## config.mk

```make
export PLATFORM = sky130hd
export DESIGN_NAME = restart_seq
export DESIGN_NICKNAME = d
export VERILOG_FILES = /design/src/restart_pkg.sv /design/src/restart_tick.sv /design/src/restart_seq.sv
export VERILOG_INCLUDE_DIRS = /design/src /design/src/src
export SDC_FILE = /design/constraint.sdc
export NUM_CORES = 1
export LEC_CHECK = 0
export ABC_AREA = 1
export BUFFER_PORTS_ARGS = -buffer_cell sky130_fd_sc_hd__buf_2
export CORE_UTILIZATION = 45
export CTS_CLUSTER_SIZE = 25
export DETAILED_ROUTE_END_ITERATION = 10
export PLACE_DENSITY = 0.63
export SETUP_SLACK_MARGIN = 0.2
export SYNTH_ARGS = -nofsm -noshare
export SYNTH_HDL_FRONTEND = slang
export SYNTH_SLANG_ARGS = --single-unit
```

## constraint.sdc

```tcl
create_clock -name ref_clk -period 2.5 [get_ports ref_clk]
set_input_delay 0.5 -clock ref_clk [delete_from_list [all_inputs] [get_ports ref_clk]]
set_output_delay 0.5 -clock ref_clk [all_outputs]
set_load 0.01 [all_outputs]
```

## src/restart_defines.svh

```systemverilog
// constants for the host-commanded restart sequencer
`ifndef RESTART_DEFINES_SVH
`define RESTART_DEFINES_SVH

// ==========================================================================
// register map
`define RESTART_CTRL_ADDR 8'ha2
`define RESTART_REQ_BIT 7
`define RESTART_WAIT_BIT 6
`define RESTART_SEL_LSB 0
`define RESTART_SEL_MSB 2
`define RESTART_SEL_RESET 3'h0

// ==========================================================================
// timing: shortest delay 512 ms, each step doubles, longest 65.5 s
`define RESTART_CLK_HZ 50000000
`define RESTART_BASE_MS 512
`define RESTART_TICK_HZ 1000
`define RESTART_TICK_DIV (`RESTART_CLK_HZ / `RESTART_TICK_HZ)
`define RESTART_CNT_W 17
`define RESTART_DIV_W 16

`endif

```

## src/restart_pkg.sv

```systemverilog
// types shared by the restart sequencer modules
package restart_pkg;
  typedef enum logic [1:0] {
    ST_IDLE = 2'b00,
    ST_WAIT = 2'b01,
    ST_LOAD = 2'b10
  } restart_state_e;
endpackage

```

## src/restart_tick.sv

```systemverilog
// millisecond enable divider for the restart delay timer
`timescale 1ns/100ps
`include "restart_defines.svh"

module restart_tick #(
  parameter int TICK_DIV = `RESTART_TICK_DIV // clock cycles per tick
) (
  input wire logic ref_clk, // system clock, 50 MHz
  input wire logic reset_n, // synchronous reset, active low
  input wire logic run, // count while high, clear while low
  output logic tick // one-cycle pulse every millisecond
);
  logic [`RESTART_DIV_W-1:0] div_r;
  logic [`RESTART_DIV_W-1:0] div_nxt;

  // ==========================================================================
  // divider: restarts from zero so the first tick is a full period away
  always_comb begin
    div_nxt = div_r;
    if (!run || tick) begin
      div_nxt = '0;
    end else begin
      div_nxt = div_r + `RESTART_DIV_W'(1);
    end
  end

  assign tick = run && (div_r == `RESTART_DIV_W'(TICK_DIV - 1));

  always_ff @(posedge ref_clk) begin
    if (!reset_n) begin
      div_r <= '0;
    end else begin
      div_r <= div_nxt;
    end
  end
endmodule // restart_tick

```

## src/restart_seq.sv

```systemverilog
// host-commanded restart sequencer: power off, delay, nonvolatile reload
// Contract
// [RULE_01] Setting the request bit turns the power path off and runs a restart that ends only after the delay.
// [RULE_02] A three-bit field picks the delay from 512 ms up to 65.5 s.
// [RULE_03] The wait flag reads 1 for the whole delay.
// [RULE_04] The wait flag clears by itself when the delay has elapsed.
// [RULE_05] Each restart reloads the volatile registers from nonvolatile memory as at power-up.
// [RULE_06] The request bit does not self-clear and survives the reload.
// [RULE_07] The host writes the request bit to 0 before setting it again.
// [RULE_08] Only a 0 to 1 change of the request bit starts a sequence.
`timescale 1ns/100ps
`include "restart_defines.svh"

module restart_seq #(
  parameter int TICK_DIV = `RESTART_TICK_DIV // clock cycles per delay tick
) (
  input wire logic ref_clk, // system clock, 50 MHz
  input wire logic reset_n, // synchronous reset, active low
  input wire logic wr_en, // register write strobe from the serial slave
  input wire logic [7:0] wr_addr, // register address of the write
  input wire logic [7:0] wr_data, // write data
  input wire logic [7:0] rd_addr, // register address of the read
  output logic [7:0] rd_data, // read data, registered
  output logic power_on, // power path enable, high to conduct
  output logic reload_req, // one-cycle pulse: reload from nonvolatile
  input wire logic reload_done, // nonvolatile loader finished
  input wire logic [2:0] nv_delay_sel, // delay field from nonvolatile image
  output logic restart_reset // high while the device restarts
);
  import restart_pkg::*;

  restart_state_e state_r, state_nxt;
  logic req_r, req_nxt;
  logic [2:0] sel_r, sel_nxt;
  logic [`RESTART_CNT_W-1:0] cnt_r, cnt_nxt;
  logic [7:0] rd_r, rd_nxt;
  logic ctrl_wr;
  logic start;
  logic tick;
  logic done_sync1_r, done_sync2_r;
  logic done_prev_r;
  logic done_rise;

  // delay in ms for a selection: 512 shifted left by the code
  function automatic logic [`RESTART_CNT_W-1:0] delay_ms(
    input logic [2:0] sel);
    delay_ms = `RESTART_CNT_W'(`RESTART_BASE_MS) << sel;
  endfunction

  // ==========================================================================
  // millisecond enable, running only during the delay
  restart_tick #(.TICK_DIV(TICK_DIV)) u_tick (
    .ref_clk(ref_clk),
    .reset_n(reset_n),
    .run(state_r == ST_WAIT),
    .tick(tick)
  );

  // ==========================================================================
  // loader done comes from the nonvolatile block's own timing, so resync it
  always_ff @(posedge ref_clk) begin
    if (!reset_n) begin
      done_sync1_r <= 1'b0;
      done_sync2_r <= 1'b0;
      done_prev_r <= 1'b0;
    end else begin
      done_sync1_r <= reload_done;
      done_sync2_r <= done_sync1_r;
      done_prev_r <= done_sync2_r;
    end
  end

  // ==========================================================================
  // loader done edge: a level left high by the last reload must not end
  // the next one at once, so only a fresh rise counts
  assign done_rise = done_sync2_r && !done_prev_r;

  assign ctrl_wr = wr_en && (wr_addr == `RESTART_CTRL_ADDR);
  // a write of 1 over a held 1 starts nothing; host must clear first
  assign start = ctrl_wr && wr_data[`RESTART_REQ_BIT] && !req_r; // RULE_08 RULE_07

  // ==========================================================================
  // register and sequencer next state
  always_comb begin
    state_nxt = state_r;
    req_nxt = req_r;
    sel_nxt = sel_r;
    cnt_nxt = cnt_r;
    if (ctrl_wr) begin
      req_nxt = wr_data[`RESTART_REQ_BIT];
      sel_nxt = wr_data[`RESTART_SEL_MSB:`RESTART_SEL_LSB]; // RULE_02
    end
    unique case (state_r)
      ST_IDLE: begin
        if (start) begin
          state_nxt = ST_WAIT; // RULE_01
          cnt_nxt = delay_ms(sel_nxt); // RULE_02
        end
      end
      ST_WAIT: begin
        if (tick) begin
          if (cnt_r == `RESTART_CNT_W'(1)) begin
            state_nxt = ST_LOAD; // RULE_04
          end
          cnt_nxt = cnt_r - `RESTART_CNT_W'(1);
        end
      end
      ST_LOAD: begin
        // request bit left as is: the reload does not touch it
        sel_nxt = nv_delay_sel; // RULE_05 RULE_06
        if (done_rise) begin
          state_nxt = ST_IDLE;
        end
      end
      default: state_nxt = ST_IDLE;
    endcase
  end

  // ==========================================================================
  // read mux: wait flag tracks the delay state directly
  always_comb begin
    rd_nxt = 8'h00;
    if (rd_addr == `RESTART_CTRL_ADDR) begin
      rd_nxt[`RESTART_REQ_BIT] = req_r; // RULE_06
      rd_nxt[`RESTART_WAIT_BIT] = (state_r == ST_WAIT); // RULE_03
      rd_nxt[`RESTART_SEL_MSB:`RESTART_SEL_LSB] = sel_r;
    end
  end

  always_ff @(posedge ref_clk) begin
    if (!reset_n) begin
      state_r <= ST_IDLE;
      req_r <= 1'b0;
      sel_r <= `RESTART_SEL_RESET;
      cnt_r <= '0;
      rd_r <= 8'h00;
    end else begin
      state_r <= state_nxt;
      req_r <= req_nxt;
      sel_r <= sel_nxt;
      cnt_r <= cnt_nxt;
      rd_r <= rd_nxt;
    end
  end

  assign rd_data = rd_r;
  assign power_on = (state_r == ST_IDLE); // RULE_01
  assign restart_reset = (state_r != ST_IDLE);
  assign reload_req = (state_r == ST_WAIT) && (state_nxt == ST_LOAD); // RULE_05

  // ==========================================================================
  // checks
  a_start_powers_off: assert property (@(posedge ref_clk) disable iff (!reset_n)
    (state_r == ST_IDLE && start) |=> (!power_on && rd_nxt[6] == (rd_addr == 8'ha2))) // RULE_01
    else $error("restart did not cut power");
  a_wait_flag_on: assert property (@(posedge ref_clk) disable iff (!reset_n)
    (rd_addr == 8'ha2 && state_r == ST_WAIT) |=> rd_data[6]) // RULE_03
    else $error("wait flag low during delay");
  a_delay_loaded: assert property (@(posedge ref_clk) disable iff (!reset_n)
    (state_r == ST_IDLE && start) |=> cnt_r == (17'd512 << $past(sel_nxt))) // RULE_02
    else $error("wrong delay loaded");
  a_wait_ends: assert property (@(posedge ref_clk) disable iff (!reset_n)
    (state_r == ST_WAIT && tick && cnt_r == 17'd1) |-> reload_req ##1 (state_r == ST_LOAD)) // RULE_04
    else $error("delay end not taken");
  a_no_early_end: assert property (@(posedge ref_clk) disable iff (!reset_n)
    (state_r == ST_WAIT && cnt_r > 17'd1) |=> state_r == ST_WAIT) // RULE_04
    else $error("delay left early");
  a_reload_once: assert property (@(posedge ref_clk) disable iff (!reset_n)
    reload_req |=> !reload_req && state_r == ST_LOAD) // RULE_05
    else $error("reload pulse wrong");
  a_req_kept: assert property (@(posedge ref_clk) disable iff (!reset_n)
    (!ctrl_wr && req_r) |=> req_r) // RULE_06
    else $error("request bit self-cleared");
  a_rewrite_ignored: assert property (@(posedge ref_clk) disable iff (!reset_n)
    (ctrl_wr && req_r && state_r == ST_IDLE) |=> state_r == ST_IDLE) // RULE_08
    else $error("held request restarted");

  // ==========================================================================
  // checks: power path, flags and reload

  // power conducts exactly while no sequence runs
  a_idle_power_on: assert property (@(posedge ref_clk) disable iff (!reset_n) // RULE_01
    (state_r == ST_IDLE) |-> (power_on && !restart_reset))
    else $error("power off while idle");

  // power stays cut through delay and reload
  a_busy_power_off: assert property (@(posedge ref_clk) disable iff (!reset_n) // RULE_01
    (state_r != ST_IDLE) |-> (!power_on && restart_reset))
    else $error("power on during restart");

  // wait flag reads 0 once the delay is over
  a_flag_clears: assert property (@(posedge ref_clk) disable iff (!reset_n) // RULE_04
    (state_r == ST_LOAD && rd_addr == `RESTART_CTRL_ADDR)
    |=> !rd_data[`RESTART_WAIT_BIT])
    else $error("wait flag set after delay");

  // the reload takes the delay field from the image
  a_reload_nv_sel: assert property (@(posedge ref_clk) disable iff (!reset_n) // RULE_05
    (state_r == ST_LOAD) |=> (sel_r == $past(nv_delay_sel)))
    else $error("delay field not reloaded");

  // reload must not touch the request bit
  a_req_survives: assert property (@(posedge ref_clk) disable iff (!reset_n) // RULE_06
    (state_r == ST_LOAD && !ctrl_wr) |=> (req_r == $past(req_r)))
    else $error("reload changed request bit");

  // every control write stores the request bit as written
  a_req_written: assert property (@(posedge ref_clk) disable iff (!reset_n) // RULE_08
    ctrl_wr |=> (req_r == $past(wr_data[`RESTART_REQ_BIT])))
    else $error("request bit not stored");

  // the delay timer only advances during the wait
  a_tick_in_wait: assert property (@(posedge ref_clk) disable iff (!reset_n) // RULE_02
    tick |-> (state_r == ST_WAIT))
    else $error("tick outside the wait");

  // reload holds until the loader reports a fresh finish
  a_load_waits_done: assert property (@(posedge ref_clk) disable iff (!reset_n) // RULE_05
    (state_r == ST_LOAD && !done_rise) |=> (state_r == ST_LOAD))
    else $error("reload ended early");

  // nothing but a start leaves idle
  a_idle_needs_start: assert property (@(posedge ref_clk) disable iff (!reset_n) // RULE_08
    (state_r == ST_IDLE && !start) |=> (state_r == ST_IDLE))
    else $error("sequence began without start");
endmodule // restart_seq

```

==> flow_summary.json <==
{
  "cts-root-buf": "clkbuf_8",
  "cts.hold.buffers_added": 0,
  "synthFlopType": "dfxtp_1",
  "fp.dieW_um": 79.9,
  "power_mw": 1.35,
  "drt-initial-drc-count": 112,
  "end_kind": "output port",
  "yosysWarnings": 0,
  "worstHoldStart": "reload_done",
  "cp-startpoint": "cnt_r[8]",
  "area_growth_pct": 11.4,
  "ys_types": 37,
  "fin_crit_ps": 2130,
  "reg2reg_depth": 8,
  "cp_max_fo": 5,
  "ctsResizeCount": 0,
  "placed_area_sq_mm": 0.00293,
  "r2r-start": "u_tick.div_r[0]",
  "cts_tree": "done",
  "cts_made_buffers": 5,
  "die-area_sq_mm": 0.00638,
  "yosys.area.top_type_share_pct": 34.5,
  "finalSetupViolCount": 0,
  "worstHoldPathCells": 3,
  "synth_async_sr_flop_share_pct": 0,
  "post-dp-hpwl_um": 4270,
  "powerDensity_mw_per_mm2": 443,
  "synth_top_area_cell": "dfxtp_1",
  "ir_drop_mv": 0.301,
  "synth-seq-cells": 47,
  "synth.avg_cell_area_sq_um": 6.54,
  "place.gp.congestion": 0.847,
  "yosysSeqAreaShare_pct": 34.5,
  "fillers": 581,
  "wl_per_cell_um": 10.7,
  "first_pass_iters": 4,
  "grt_pass1_wl_um": 9540,
  "viasPerCell": 4.87,
  "grt_max_degree": 28,
  "finalInstanceArea_sq_mm": 0.00304,
  "start_util_pct": 48.1,
  "antenna_found_initial": 0,
  "fin_setup_tns_ps": 0,
  "maxCapViolCount": 0,
  "finalHoldViolCount": 0,
  "cp.required_ps": 2000,
  "timing.hold.ws_ps": 387,
  "start_kind": "register",
  "yosysMostFrequentCell": "nand2_1",
  "post_cts.repair.setup_buffers": 0,
  "fp.coreArea_sq_mm": 0.00568,
  "wl_um": 5620,
  "timing.fmax_mhz": 470,
  "clock_path_buffers": 2,
  "layout.cells.non_filler": 524,
  "nNetsFinal": 486,
  "post-route-period-util_pct": 85.0,
  "cts_sinks": 47,
  "first_global_vias": 2312,
  "num_rows": 27,
  "port_buffers": 34,
  "ioPinCount": 42,
  "hold_class": "primary input to register",
  "grt_setup_unrepaired": "false",
  "critPathArrivalTime_ps": 1630,
  "place_inst": 517,
  "die_y_um": 79.9,
  "synthesis.area_sq_mm": 0.00273,
  "grt_overflow": 0,
  "ctsHtreeMaxLevel": 2,
  "status": "finished clean",
  "netlist_top_cells_area": "dfxtp_1, nand2_1, inv_1",
  "drive_gt1_share_pct": 15.9,
  "globalRouteTotalUtil_pct": 18.8,
  "synth_cells": 417,
  "num_antenna_cells": 0,
  "finalMaxSlewViolations": 0,
  "crit_type": "register to output port",
  "p_leak_nw": 1.47,
  "antenna_left": 0,
  "path_clk_slew_ps": 80,
  "netlist_top_cells_count": "nand2_1, inv_1, nor2_1",
  "skew_ps": 6.45,
  "synth_edf_count": 0,
  "worstSkewPairLatency_ps": 290,
  "vias": 2554,
  "drc_errors": 0
}
[state kept, by name (all words and copies together), names as in the netlist]
register      flops
cnt_r            17
done_prev_r       1
done_sync1_r      1
done_sync2_r      1
rd_data           5
req_r             1
sel_r             3
state_r           2
u_tick.div_r     16
[path summary, 6_finish.rpt]
path                                      to  slack, ps
worst min register to register  done_sync2_r        420
worst max register to register      cnt_r[9]        750
worst max-delay path              reload_req        370
worst min-delay path            done_sync1_r        390
[power breakdown]
part           total, mW  switching (mW)  internal, mW  leakage, nW
clock              0.535           0.242         0.293       0.0513
sequential         0.751        0.000970         0.750        0.379
combinational     0.0588          0.0352        0.0237         1.04
total               1.35           0.278          1.07         1.47
[per-stage QoR]
step,worst slack [ps],util [%]
2_1_floorplan,831,-
3_3_place_gp,572,51.6
3_5_place_dp,568,51.6
4_1_cts,264,53.4
5_1_grt,226,53.5
6_report,374,53.5
[critical path, cell delays in order (launching register included)]
cell and delay (ps):
dfxtp_1 360, nor2_4 160, nand2_1 100, nor2_2 150, inv_1 70, nor3_1 150, nand4_1 100, nor2_1 110
buf_2 140
[metal layers]
layer | track usage (%) | vias to the layer above | share of wire [%]
li1 | - | 1378 | -
met2 | 34.7 | 40 | 49
met1 | 22.2 | 1134 | 46
met5 | 0 | - | 0
met4 | 5.36 | 0 | 0.55
met3 | 3.09 | 2 | 4.1
[placed cells by master, fill, tap and decap left out, types with 5 or more instances in the layout]
cell type  netlist  routed
nor3_1           8       8
nand2_1        104     104
o21ai_0          8       8
buf_2            3      34
clkbuf_8         0       5
nand4_1         11      11
inv_1           64      64
nand3_1         37      37
a21oi_2          6       6
nor2_2          11      11
nor2_1          58      57
dfxtp_1         47      47
a21oi_1         17      17
[cell families (layout without fill, tap and decap cells)]
family                     count (synthesis)  in the layout  synth area share (%)
adders and majority gates                  3              3                  1.38
DFF                                       47             47                  34.5
buffers and inverters                     76            109                  12.0
other                                      1              3                 0.137
AOI/OAI and AO/OA                         39             39                  8.35
and+or+nand+nor                          247            247                  42.4
xor gates and xnor gates                   4              4                  1.28
[final cells by class]
type                       instances  area, sq um  area share (%)
tap                               72         90.1            2.97
timing repair buffer              35          178            5.85
sequential                        47          941            31.0
clock buffer                       6         72.6            2.39
clock inverter                     1         30.0           0.988
inverter                          67          251            8.28
multi-input combinational        296         1480            48.6
No activity file was read; power rests on OpenSTA's default activity.
